**config.mk**
```make
export PLATFORM = sky130hd
export DESIGN_NAME = pll_synth_config_interface
export DESIGN_NICKNAME = d
export VERILOG_FILES = /design/src/rtl/pll_cfg_pkg.sv /design/src/rtl/pll_post_div.sv /design/src/rtl/pll_synth_config_interface.sv
export VERILOG_INCLUDE_DIRS = /design/src /design/src/rtl
export SDC_FILE = /design/constraint.sdc
export NUM_CORES = 1
export LEC_CHECK = 0
export ABC_AREA = 1
export BUFFER_PORTS_ARGS = -buffer_cell sky130_fd_sc_hd__buf_4
export CORE_UTILIZATION = 49
export DETAILED_ROUTE_END_ITERATION = 10
export GPL_ROUTABILITY_DRIVEN = 0
export GPL_TIMING_DRIVEN = 0
export PLACE_DENSITY = 0.86
export SYNTH_ARGS = -nofsm -noshare
export SYNTH_HDL_FRONTEND = slang
export SYNTH_SLANG_ARGS = --single-unit
```
**constraint.sdc**
```tcl
create_clock -name clk_sys_i -period 1.8 [get_ports clk_sys_i]
set_clock_uncertainty 0.15 [all_clocks]
set_input_delay 0.18 -clock clk_sys_i [delete_from_list [all_inputs] [get_ports clk_sys_i]]
set_output_delay 0.18 -clock clk_sys_i [all_outputs]
set_load 0.005 [all_outputs]
```
**src/rtl/pll_cfg_map.svh**
```systemverilog
// register offsets, field positions, reset values of the pll configuration
`ifndef PLL_CFG_MAP_SVH
`define PLL_CFG_MAP_SVH

// apb register byte offsets
`define PLL_OFS_CTRL     12'h000
`define PLL_OFS_CONFIG   12'h004
`define PLL_OFS_SHIFT    12'h008
`define PLL_OFS_PINS     12'h00C

// control register fields
`define PLL_CTRL_HOLD    0
`define PLL_CTRL_RST     1'b0

// config register fields
`define PLL_CFG_M_LSB    0
`define PLL_CFG_N_LSB    9
`define PLL_CFG_T_LSB    11
`define PLL_CFG_GATE     14

// serial shift register layout, msb first in time
`define PLL_SR_LEN       14
`define PLL_SR_M_LSB     0
`define PLL_SR_N_LSB     9
`define PLL_SR_T_LSB     11

// configuration reset values
`define PLL_M_RST        9'h1FF
`define PLL_N_RST        2'h3
`define PLL_T_RST        3'h0

// pin defaults when a pin group is left open
`define PLL_SER_OPEN     1'b0
`define PLL_PAR_OPEN     1'b1

`endif

```
**src/rtl/pll_cfg_pkg.sv**
```systemverilog
// types shared by the pll configuration logic
package pll_cfg_pkg;

	typedef struct packed {
		logic [2:0] t;
		logic [1:0] n;
		logic [8:0] m;
	} pll_cfg_t;

	typedef struct packed {
		logic s_load;
		logic s_data;
		logic s_clock;
	} ser_pins_t;

	typedef struct packed {
		logic       p_load_n;
		logic [8:0] m;
		logic [1:0] n;
		logic       oe;
	} par_pins_t;

	typedef enum logic [1:0] {
		GATE_OFF = 2'b01,
		GATE_ON  = 2'b10
	} gate_state_t;

endpackage : pll_cfg_pkg

```
**src/rtl/pll_post_div.sv**
```systemverilog
// post divider with runt-free synchronous output gate
module pll_post_div
	import pll_cfg_pkg::*;
(
	// clock and reset
	input  wire logic       clk_sys_i,
	input  wire logic       nrst_i,
	// control
	input  wire logic [1:0] div_sel_i,
	input  wire logic       gate_req_i,
	// clocks out
	output logic            vco_o,
	output logic            f_out_o,
	output logic            f_out_n_o,
	output logic            gate_on_o
);

	logic [2:0]  cnt;
	logic [2:0]  mask;
	logic        tick;
	logic        phase;
	logic        next_phase;
	gate_state_t gate;
	gate_state_t next_gate;

	// toggle every 2^n system cycles; the vco toggles every cycle
	always_comb
	begin
		unique case (div_sel_i)
			2'h0: mask = 3'h0;
			2'h1: mask = 3'h1;
			2'h2: mask = 3'h3;
			2'h3: mask = 3'h7;
		endcase
	end

	assign tick       = ((cnt & mask) == mask);
	assign next_phase = tick ? ~phase : phase;

	// gate only moves just before a rising edge, so no pulse is cut
	always_comb
	begin
		next_gate = gate;
		if (tick && !phase)
			next_gate = gate_req_i ? GATE_ON : GATE_OFF;
	end

	always_ff @(posedge clk_sys_i)
	begin
		if (!nrst_i)
			cnt <= 3'h0;
		else
			cnt <= cnt + 3'h1;
	end

	always_ff @(posedge clk_sys_i)
	begin
		if (!nrst_i)
		begin
			phase <= 1'b0;
			gate  <= GATE_OFF;
		end
		else
		begin
			phase <= next_phase;
			gate  <= next_gate;
		end
	end

	always_ff @(posedge clk_sys_i)
	begin
		if (!nrst_i)
		begin
			vco_o     <= 1'b0;
			f_out_o   <= 1'b0;
			f_out_n_o <= 1'b1;
			gate_on_o <= 1'b0;
		end
		else
		begin
			vco_o     <= ~vco_o;
			f_out_o   <= next_phase & (next_gate == GATE_ON);
			f_out_n_o <= ~(next_phase & (next_gate == GATE_ON));
			gate_on_o <= (next_gate == GATE_ON);
		end
	end

endmodule : pll_post_div

```
**src/rtl/pll_synth_config_interface.sv**
```systemverilog
// configuration latches, serial and parallel load paths, apb access
`include "pll_cfg_map.svh"

// Functional notes
// - The output divider divides the vco by 1, 2, 4 or 8 for codes 0..3.
// - The synthesized clock is the vco clock after the post divider.
// - Outputs run when the output gate is 1 and stay disabled when 0; the code also keeps them disabled while the software hold bit is set.
// - Gate changes are aligned to the output clock so no runt appears.
// - Each rising serial clock edge shifts the serial data bit in.
// - High serial strobe makes latches follow the shift register, fall holds.
// - Low parallel strobe makes latches follow the pins, rise holds them.
// - A nine-bit loop divide value is caught from pins, bit 8 is the msb.
// - The two-bit post divide select is caught from pins and sets the divider.
// - A three-bit test select, loaded only serially, picks the monitor output.
// - Open serial strobe, data and clock pins read low.
// - Open parallel strobe, divide pins and gate pin read high.
module pll_synth_config_interface
	import pll_cfg_pkg::*;
(
	// clock and reset
	input  wire logic        clk_sys_i,
	input  wire logic        nrst_i,
	// apb slave
	input  wire logic        psel_i,
	input  wire logic        penable_i,
	input  wire logic        pwrite_i,
	input  wire logic [11:0] paddr_i,
	input  wire logic [31:0] pwdata_i,
	input  wire logic [3:0]  pstrb_i,
	output logic             pready_o,
	output logic [31:0]      prdata_o,
	output logic             pslverr_o,
	// serial configuration pins
	input  wire ser_pins_t   ser_i,
	input  wire logic        ser_drv_i,
	// parallel configuration pins
	input  wire par_pins_t   par_i,
	input  wire logic        par_drv_i,
	// synthesizer outputs
	output logic             f_out_o,
	output logic             f_out_n_o,
	output logic             test_o,
	output pll_cfg_t         cfg_o
);

	// resolved pin levels
	ser_pins_t ser;
	par_pins_t par;

	// serial path
	logic [`PLL_SR_LEN-1:0] shift_reg;
	logic                   s_clock_d;
	logic                   s_clk_rise;
	pll_cfg_t               sr_cfg;

	// configuration latches
	pll_cfg_t cfg;
	pll_cfg_t next_cfg;

	// software control
	logic ctrl_hold;

	// divider gate request and outputs
	logic vco;
	logic f_out;
	logic f_out_n;
	logic gate_on;
	logic gate_req;

	// apb decode
	logic        apb_acc;
	logic        apb_wr;
	logic        apb_rd;
	logic        addr_ok;
	logic [31:0] rd_mux;

	// open pins fall back to their pull levels
	always_comb
	begin
		ser = ser_i;
		if (!ser_drv_i)
		begin
			ser.s_load  = `PLL_SER_OPEN;
			ser.s_data  = `PLL_SER_OPEN;
			ser.s_clock = `PLL_SER_OPEN;
		end
	end

	always_comb
	begin
		par = par_i;
		if (!par_drv_i)
		begin
			par.p_load_n = `PLL_PAR_OPEN;
			par.m        = {9{`PLL_PAR_OPEN}};
			par.n        = {2{`PLL_PAR_OPEN}};
			par.oe       = `PLL_PAR_OPEN;
		end
	end

	// serial clock is a synchronous pin, sampled for its rising edge
	always_ff @(posedge clk_sys_i)
	begin
		if (!nrst_i)
			s_clock_d <= 1'b0;
		else
			s_clock_d <= ser.s_clock;
	end

	assign s_clk_rise = ser.s_clock & ~s_clock_d;

	// fourteen bits, shifted in at the lsb end
	always_ff @(posedge clk_sys_i)
	begin
		if (!nrst_i)
			shift_reg <= '0;
		else if (s_clk_rise)
			shift_reg <= {shift_reg[`PLL_SR_LEN-2:0], ser.s_data};
	end

	// field view of the shift register
	always_comb
	begin
		sr_cfg.t = shift_reg[`PLL_SR_T_LSB +: 3];
		sr_cfg.n = shift_reg[`PLL_SR_N_LSB +: 2];
		sr_cfg.m = shift_reg[`PLL_SR_M_LSB +: 9];
	end

	// the latches are flops that follow their source while open; the
	// value held after a strobe edge is the one of the cycle before it.
	// with both strobes open the serial source wins, a case the
	// controller is expected to avoid
	always_comb
	begin
		next_cfg = cfg;
		if (ser.s_load)
		begin
			// depends on the shift register being still at the fall
			next_cfg = sr_cfg;
		end
		else if (!par.p_load_n)
		begin
			// pins are expected steady across the strobe rise
			next_cfg.m = par.m;
			next_cfg.n = par.n;
		end
	end

	always_ff @(posedge clk_sys_i)
	begin
		if (!nrst_i)
		begin
			cfg.m <= `PLL_M_RST;
			cfg.n <= `PLL_N_RST;
			cfg.t <= `PLL_T_RST;
		end
		else
			cfg <= next_cfg;
	end

	always_ff @(posedge clk_sys_i)
	begin
		if (!nrst_i)
			cfg_o <= '0;
		else
			cfg_o <= cfg;
	end

	// software hold forces the gate closed over the pin
	assign gate_req = par.oe & ~ctrl_hold;

	pll_post_div u_post_div
	(
		.clk_sys_i  (clk_sys_i),
		.nrst_i     (nrst_i),
		.div_sel_i  (cfg.n),
		.gate_req_i (gate_req),
		.vco_o      (vco),
		.f_out_o    (f_out),
		.f_out_n_o  (f_out_n),
		.gate_on_o  (gate_on)
	);

	assign f_out_o   = f_out;
	assign f_out_n_o = f_out_n;

	// monitor output selected by the serially loaded field
	always_ff @(posedge clk_sys_i)
	begin
		if (!nrst_i)
			test_o <= 1'b0;
		else
		begin
			unique case (cfg.t)
				3'h0: test_o <= shift_reg[`PLL_SR_LEN-1];
				3'h1: test_o <= 1'b1;
				3'h2: test_o <= 1'b0;
				3'h3: test_o <= vco;
				3'h4: test_o <= f_out;
				3'h5: test_o <= ser.s_clock;
				3'h6: test_o <= par.p_load_n;
				3'h7: test_o <= gate_on;
			endcase
		end
	end

	// apb: zero wait states, error on unmapped words
	assign apb_acc  = psel_i & penable_i;
	assign apb_wr   = apb_acc & pwrite_i;
	assign apb_rd   = apb_acc & ~pwrite_i;
	assign pready_o = 1'b1;

	always_comb
	begin
		addr_ok = 1'b1;
		rd_mux  = 32'h0000_0000;
		unique case (paddr_i)
			`PLL_OFS_CTRL:
			begin
				rd_mux[`PLL_CTRL_HOLD] = ctrl_hold;
			end
			`PLL_OFS_CONFIG:
			begin
				rd_mux[`PLL_CFG_M_LSB +: 9] = cfg.m;
				rd_mux[`PLL_CFG_N_LSB +: 2] = cfg.n;
				rd_mux[`PLL_CFG_T_LSB +: 3] = cfg.t;
				rd_mux[`PLL_CFG_GATE]       = gate_on;
			end
			`PLL_OFS_SHIFT:
			begin
				rd_mux[`PLL_SR_LEN-1:0] = shift_reg;
			end
			`PLL_OFS_PINS:
			begin
				rd_mux[2:0]  = ser;
				rd_mux[15:3] = par;
			end
			default:
			begin
				addr_ok = 1'b0;
			end
		endcase
	end

	assign pslverr_o = apb_acc & ~addr_ok;

	// only the hold bit is writable; byte lane 0 carries it
	always_ff @(posedge clk_sys_i)
	begin
		if (!nrst_i)
			ctrl_hold <= `PLL_CTRL_RST;
		else if (apb_wr && pstrb_i[0] && paddr_i == `PLL_OFS_CTRL)
			ctrl_hold <= pwdata_i[`PLL_CTRL_HOLD];
	end

	// read data comes from a flop, so it is captured in the setup cycle
	always_ff @(posedge clk_sys_i)
	begin
		if (!nrst_i)
			prdata_o <= 32'h0000_0000;
		else if (psel_i && !penable_i && !pwrite_i)
			prdata_o <= rd_mux;
		else if (!apb_rd)
			prdata_o <= 32'h0000_0000;
	end

endmodule : pll_synth_config_interface

```
==> results.sh, run 1 <==
export IMPL_drv_cap=0
export IMPL_num_rows=29
export IMPL_reg2regPathDepth=9
export IMPL_hold_viol=0
export IMPL_antenna_found_initial=0
export IMPL_pin_count=122
export IMPL_final_setup_worst_slack_ps=104
export IMPL_antenna_cells=0
export IMPL_postRouteAntennaNets=0
export IMPL_grt_max_degree=15
export IMPL_period_needed_ps=1700
export IMPL_async_flop_share_pct=0
export IMPL_die_w_um=83.9
export IMPL_final_cell_mix="88 x buf_4, 70 x dfxtp_1, 69 x nand2_1"
export IMPL_hold_path_startpoint="pstrb_i[0]"
export IMPL_die_y_um=83.9
export IMPL_place_area_um2=3970
export IMPL_routedWlPerCell_um=13.9
export IMPL_cp_required_ps=1880
export IMPL_syn_area_per_cell_um2=7.56
export IMPL_drc=12
export IMPL_dp_hpwl_um=6320
export IMPL_top_register="prdata_o"
export IMPL_synth_top_flop_cell="dfxtp_1"
export IMPL_final_max_slew_viol_count=0
export IMPL_crit_arrival_ps=1780
export IMPL_wl_um=8620
export IMPL_die_area_um2=7040
export IMPL_numCtsBuffers=9
export IMPL_final_area_um2=4220
export IMPL_via_per_inst=5.34
export IMPL_io_buffers=70
export IMPL_cts_clk_slew_worst_paths_ps=80
export IMPL_synth_cells=435
export IMPL_max_clock_path_buffers=2
export IMPL_finalSetupViolCount=0
export IMPL_holdPathStages=5
export IMPL_period_share_pct=94.2
export IMPL_synth_cell_types=33
export IMPL_status="finished, violations left"
export IMPL_largest_reg_flops=16
export IMPL_grt_pass1_vias=3061
export IMPL_cp_start_kind="primary input"
export IMPL_hold_path_class="in2reg"
export IMPL_r2r_slack_ps=110
export IMPL_drive_gt1_share_pct=29.2
export IMPL_whs_endpoint="ctrl_hold"
export IMPL_htreeDepth=3
export IMPL_track_usage_pct=25.4
export IMPL_violations="DRC"
export IMPL_syn2layout_area_growth_pct=28.4
export IMPL_slew_headroom_pct=59.2
export IMPL_ys_seq_area_share_pct=43.2
export IMPL_drt_iter0_markers=347
export IMPL_grt_pass1_wl_um=14000
export IMPL_worst_pin_slew_ps=612
export IMPL_start_util_pct=51.2
export IMPL_fillCellCount=525
export IMPL_ir_drop_uv=465
export IMPL_cp_max_fo=10
export IMPL_power_density_nw_per_um2=819
export IMPL_pre_cts_slack_ps=0.151
export IMPL_routed_via_count=3300
export IMPL_critPathKind="in2reg"
export IMPL_syn_area_um2=3290
export IMPL_max_freq_ghz=0.590
export IMPL_nNetsFinal=609
export IMPL_cts_sinks=71
export IMPL_rr_startpoint="cfg[10]"
export IMPL_cp_end_kind="register"
export IMPL_core_area_um2=6420
export IMPL_grt_overflow_total=0
export IMPL_ys_ff_latch=71
export IMPL_tritoncts="yes"
export IMPL_p_leak_nw=2.05
export IMPL_synth_edff_count=0
export IMPL_postCtsSetupBuffers=0
export IMPL_tns_ps=0
export IMPL_clk_latency_ps=370
export IMPL_cts_root_buf="clkbuf_8"
export IMPL_ys_warn_count=0
export IMPL_rsz0062_at_grt="no"
export IMPL_dr_pass1_iters=8
export IMPL_r2r_end="u_post_div.f_out_o"
export IMPL_layout_cells_most_common="buf_4"
-- how the worst max path moves through the flow --
| stage | from | end | slack [ps] | cells past startpoint |
|---|---|---|---|---|
| after floorplan | cfg[10] | u_post_div.f_out_o | 230 | 9 |
| after global placement | cfg[10] | u_post_div.f_out_o | 100 | 9 |
| after detailed placement | cfg[10] | u_post_div.f_out_o | 0.2 | 9 |
| after CTS | cfg[10] | u_post_div.f_out_o | 6 | 9 |
| after global routing | nrst_i | shift_reg[13] | 10 | 6 |
| final | nrst_i | cfg[8] | 100 | 5 |
-- synthesized netlist by cell type, types with 2 or more instances --
library cell,count,area share [%]
or2_2,12,2.3
buf_4,18,4.1
nand3_1,57,8.7
o311ai_1,10,2.7
nor2_2,3,0.57
ha_1,2,0.76
buf_1,2,0.23
buf_6,4,1.4
nand2_2,2,0.38
nor2_1,66,7.5
a21oi_1,17,2.6
inv_2,3,0.34
nand2_1,69,7.9
nand3_2,3,0.91
nor2_4,3,1.0
clkbuf_1,9,1.0
dfxtp_1,71,43
a21oi_2,11,2.9
inv_1,29,3.3
o21ai_0,24,3.7
conb_1,2,0.23
buf_2,7,1.1
-- routing by layer --
| metal | vias to the layer above | GRT usage (%) | routed length [um] |
|---|---|---|---|
| li1 | 1585 | - | - |
| met1 | 1501 | 31.4 | 3500 |
| met2 | 184 | 41.3 | 4070 |
| met3 | 30 | 7.02 | 785 |
| met4 | 0 | 11.1 | 264 |
| met5 | - | 0 | 0 |
-- worst max-delay path, stage by stage --
cell and delay (ps):
dlygate4sd3_1 530, buf_4 110, clkbuf_1 400, clkbuf_1 410
o21ai_0 140
-- metrics by stage --
stage	utilization (%)	hold slack (ps)	power (W)	cells
2_1_floorplan	-	165	0.00198	450
3_3_place_gp	61.7	255	0.00215	597
3_5_place_dp	61.7	257	0.00217	597
4_1_cts	65.7	49.3	0.00346	618
5_1_grt	65.7	80.2	0.00361	618
6_report	65.7	68.8	0.00346	618
-- what timing repair did --
| action | 4_1_cts | 5_1_grt |
|---|---|---|
| endpoints found under the setup margin | 0 | 6 |
| gates resized for setup | 0 | 4 |
| hold buffers | 5 | 0 |
| endpoints found under the hold margin | 5 | 0 |
-- layout make-up --
| class | instances | area (um^2) | area share, % |
|---|---|---|---|
| buffer | 40 | 258 | 6.11 |
| clock buffer | 9 | 124 | 2.94 |
| tap | 77 | 96.3 | 2.28 |
| inverter | 32 | 120 | 2.85 |
| sequential | 71 | 1420 | 33.7 |
| clock inverter | 7 | 78.8 | 1.87 |
| multi-input combinational | 307 | 1550 | 36.6 |
| timing repair buffer | 75 | 576 | 13.6 |
-- logic make-up after synthesis --
family	Yosys count	synth area share, %
AND/OR/NAND/NOR	223	31.7
AO/OA/AOI/OAI	64	12.3
flip-flops	71	43.2
buffers and inverters	72	11.5
adder cells (fa/ha/maj)	2	0.761
XOR/XNOR	1	0.267
other	2	0.228
-- power breakdown --
group	internal [W]	leakage, nW	total [W]	switching (W)
sequential	0.00166	0.583	0.00172	0.0000662
combinational	0.000202	1.37	0.000429	0.000226
clock	0.000650	0.0925	0.00131	0.000657
total	0.00251	2.05	0.00346	0.000950
Power figures use the tool's default switching activity.
==> inputs of run 2 (changes only) <==
==> constraint.sdc (replaced) <==
create_clock -name clk_sys_i -period 1.8 [get_ports clk_sys_i]
set_clock_uncertainty 0.15 [all_clocks]
set_input_delay 0.27 -clock clk_sys_i [delete_from_list [all_inputs] [get_ports clk_sys_i]]
set_output_delay 0.27 -clock clk_sys_i [all_outputs]
set_load 0.005 [all_outputs]
==> results.sh, run 2 (same netlist as run 1, synthesis figures left out) <==
export IMPL_power_frac_comb_pct=12.2
export IMPL_cp_slowest_cell="dfxtp_2"
export IMPL_tns_ps=0
export IMPL_max_freq_ghz=0.587
export IMPL_num_rows=29
export IMPL_p_sw_share_pct=27.8
export IMPL_core_area_um2=6420
export IMPL_cp_max_fo=4
export IMPL_period_needed_ps=1700
export IMPL_clock_power_share_pct=38.1
export IMPL_rsz0062_at_grt="no"
export IMPL_drive_gt1_share_pct=29.3
export IMPL_cp_end_kind="register"
export IMPL_max_clock_path_buffers=2
export IMPL_grt_pass1_vias=3001
export IMPL_period_share_pct=94.7
export IMPL_reg2regPathDepth=9
export IMPL_via_per_inst=5.35
export IMPL_die_y_um=83.9
export IMPL_antenna_cells=0
export IMPL_nNetsFinal=604
export IMPL_io_buffers=70
export IMPL_track_usage_pct=24.9
export IMPL_path_cells="inv_1 -> o21ai_1 -> a21oi_1 -> ha_1 -> or2_2 -> nand3_1 -> nor2_1 -> nand2_1 -> inv_1"
export IMPL_p_seq_share_pct=49.7
export IMPL_final_setup_worst_slack_ps=96.0
export IMPL_routed_via_count=3278
export IMPL_grt_pass1_wl_um=13700
export IMPL_multiInputGateArea_um2=1550
export IMPL_postCtsSetupBuffers=0
export IMPL_drv_cap=0
export IMPL_cts_sinks=71
export IMPL_htreeDepth=3
export IMPL_cts_clk_slew_worst_paths_ps=80
export IMPL_p_leak_nw=2.02
export IMPL_pre_cts_slack_ps=0.151
export IMPL_critPathMostFrequentCell="inv_1"
export IMPL_clk_latency_ps=370
export IMPL_dp_hpwl_um=6320
export IMPL_grt_overflow_total=0
export IMPL_violations="DRC"
export IMPL_largest_reg_flops=16
export IMPL_hold_path_class="in2reg"
export IMPL_regArea_um2=1420
export IMPL_final_max_slew_viol_count=0
export IMPL_slew_headroom_pct=59.3
export IMPL_drc=12
export IMPL_cts_root_buf="clkbuf_8"
export IMPL_p_sw_w=0.000962
export IMPL_drt_iter0_markers=337
export IMPL_layout_cells_most_common="buf_4"
export IMPL_die_w_um=83.9
export IMPL_start_util_pct=51.2
export IMPL_numCtsBuffers=9
export IMPL_crit_arrival_ps=1830
export IMPL_status="finished, violations left"
export IMPL_grt_max_degree=15
export IMPL_power_density_nw_per_um2=831
export IMPL_die_area_um2=7040
export IMPL_critPathKind="reg2reg"
export IMPL_fillCellCount=531
export IMPL_slowest_delay_ps=370
export IMPL_finalSetupViolCount=0
export IMPL_ir_drop_uv=472
export IMPL_pin_count=122
export IMPL_whs_ps=5.24
export IMPL_hold_viol=0
export IMPL_cp_required_ps=1930
export IMPL_postRouteAntennaNets=0
export IMPL_worst_pin_slew_ps=611
export IMPL_holdPathStages=3
export IMPL_wl_um=8530
export IMPL_final_cell_mix="88 x buf_4, 70 x dfxtp_1, 69 x nand2_1"
export IMPL_routedWlPerCell_um=13.9
export IMPL_top_register="prdata_o"
export IMPL_antenna_found_initial=0
export IMPL_p_int_w=0.00250
export IMPL_syn2layout_area_growth_pct=26.8
export IMPL_dr_pass1_iters=8
export IMPL_cp_start_kind="register"
export IMPL_tritoncts="yes"
==> run 2: changes by cell type in the layout (fill, tap and decap cells not counted), sizes merged <==
cell / delta
dlygate4sd3: -5
==> run 2: worst paths after layout <==
kind                         start                  to  slack (ps)
setup reg to reg           cfg[10]  u_post_div.f_out_o         100
hold reg to reg   u_post_div.vco_o    u_post_div.vco_o         280
hold / removal            ser_i[1]        shift_reg[0]           5
setup / recovery           cfg[10]  u_post_div.f_out_o         100
==> run 2: what timing repair did <==
action	in CTS	in global routing
hold buffers	0	0
hold endpoints to repair	0	0
resized for setup	0	2
setup endpoints to repair	0	3
==> run 2: layout make-up <==
| type | count | share of cell area [%] |
|---|---|---|
| Buffer | 40 | 6.15 |
| Clock buffer | 9 | 2.97 |
| Clock inverter | 7 | 1.89 |
| Inverter | 32 | 2.88 |
| Multi-Input combinational cell | 307 | 37.1 |
| Sequential cell | 71 | 34.1 |
| Tap cell | 77 | 2.31 |
| Timing Repair Buffer | 70 | 12.6 |
==> run 2: critical path: cells and delay by family (launching register included) <==
kind | cells | cell delay, ps
compound gates | 2 | 230
fa+ha+maj | 1 | 210
buf+inv | 2 | 100
flops | 1 | 370
simple gates | 4 | 550
==> run 2: power by group through the flow <==
stage	Sequential, W	Combinational [W]	Clock, W
final	0.00172	0.000421	0.00132
after global routing	0.00173	0.000460	0.00140
after CTS	0.00172	0.000416	0.00132
after detailed placement	0.00175	0.000413	0
after global placement	0.00175	0.000398	0
after floorplan	0.00174	0.000245	0
==> run 2: through the flow <==
stage               power [W]  utilization, %  std cells  cell area [um^2]
detailed placement    0.00217            61.7        597              3970
global route          0.00360            64.9        613              4170
floorplan             0.00198               -        450              3340
CTS                   0.00346            64.9        613              4170
finish                0.00346            64.9        613              4170
global placement      0.00215            61.7        597              3970
==> run 2: per-layer routing <==
metal  vias up  global-route usage (%)  wire [um]
met1      1495                    31.0       3470
met3        38                    7.72        818
met5         -                       0          0
met2       176                    39.6       3910
li1       1569                       -          -
met4         0                    11.0        335
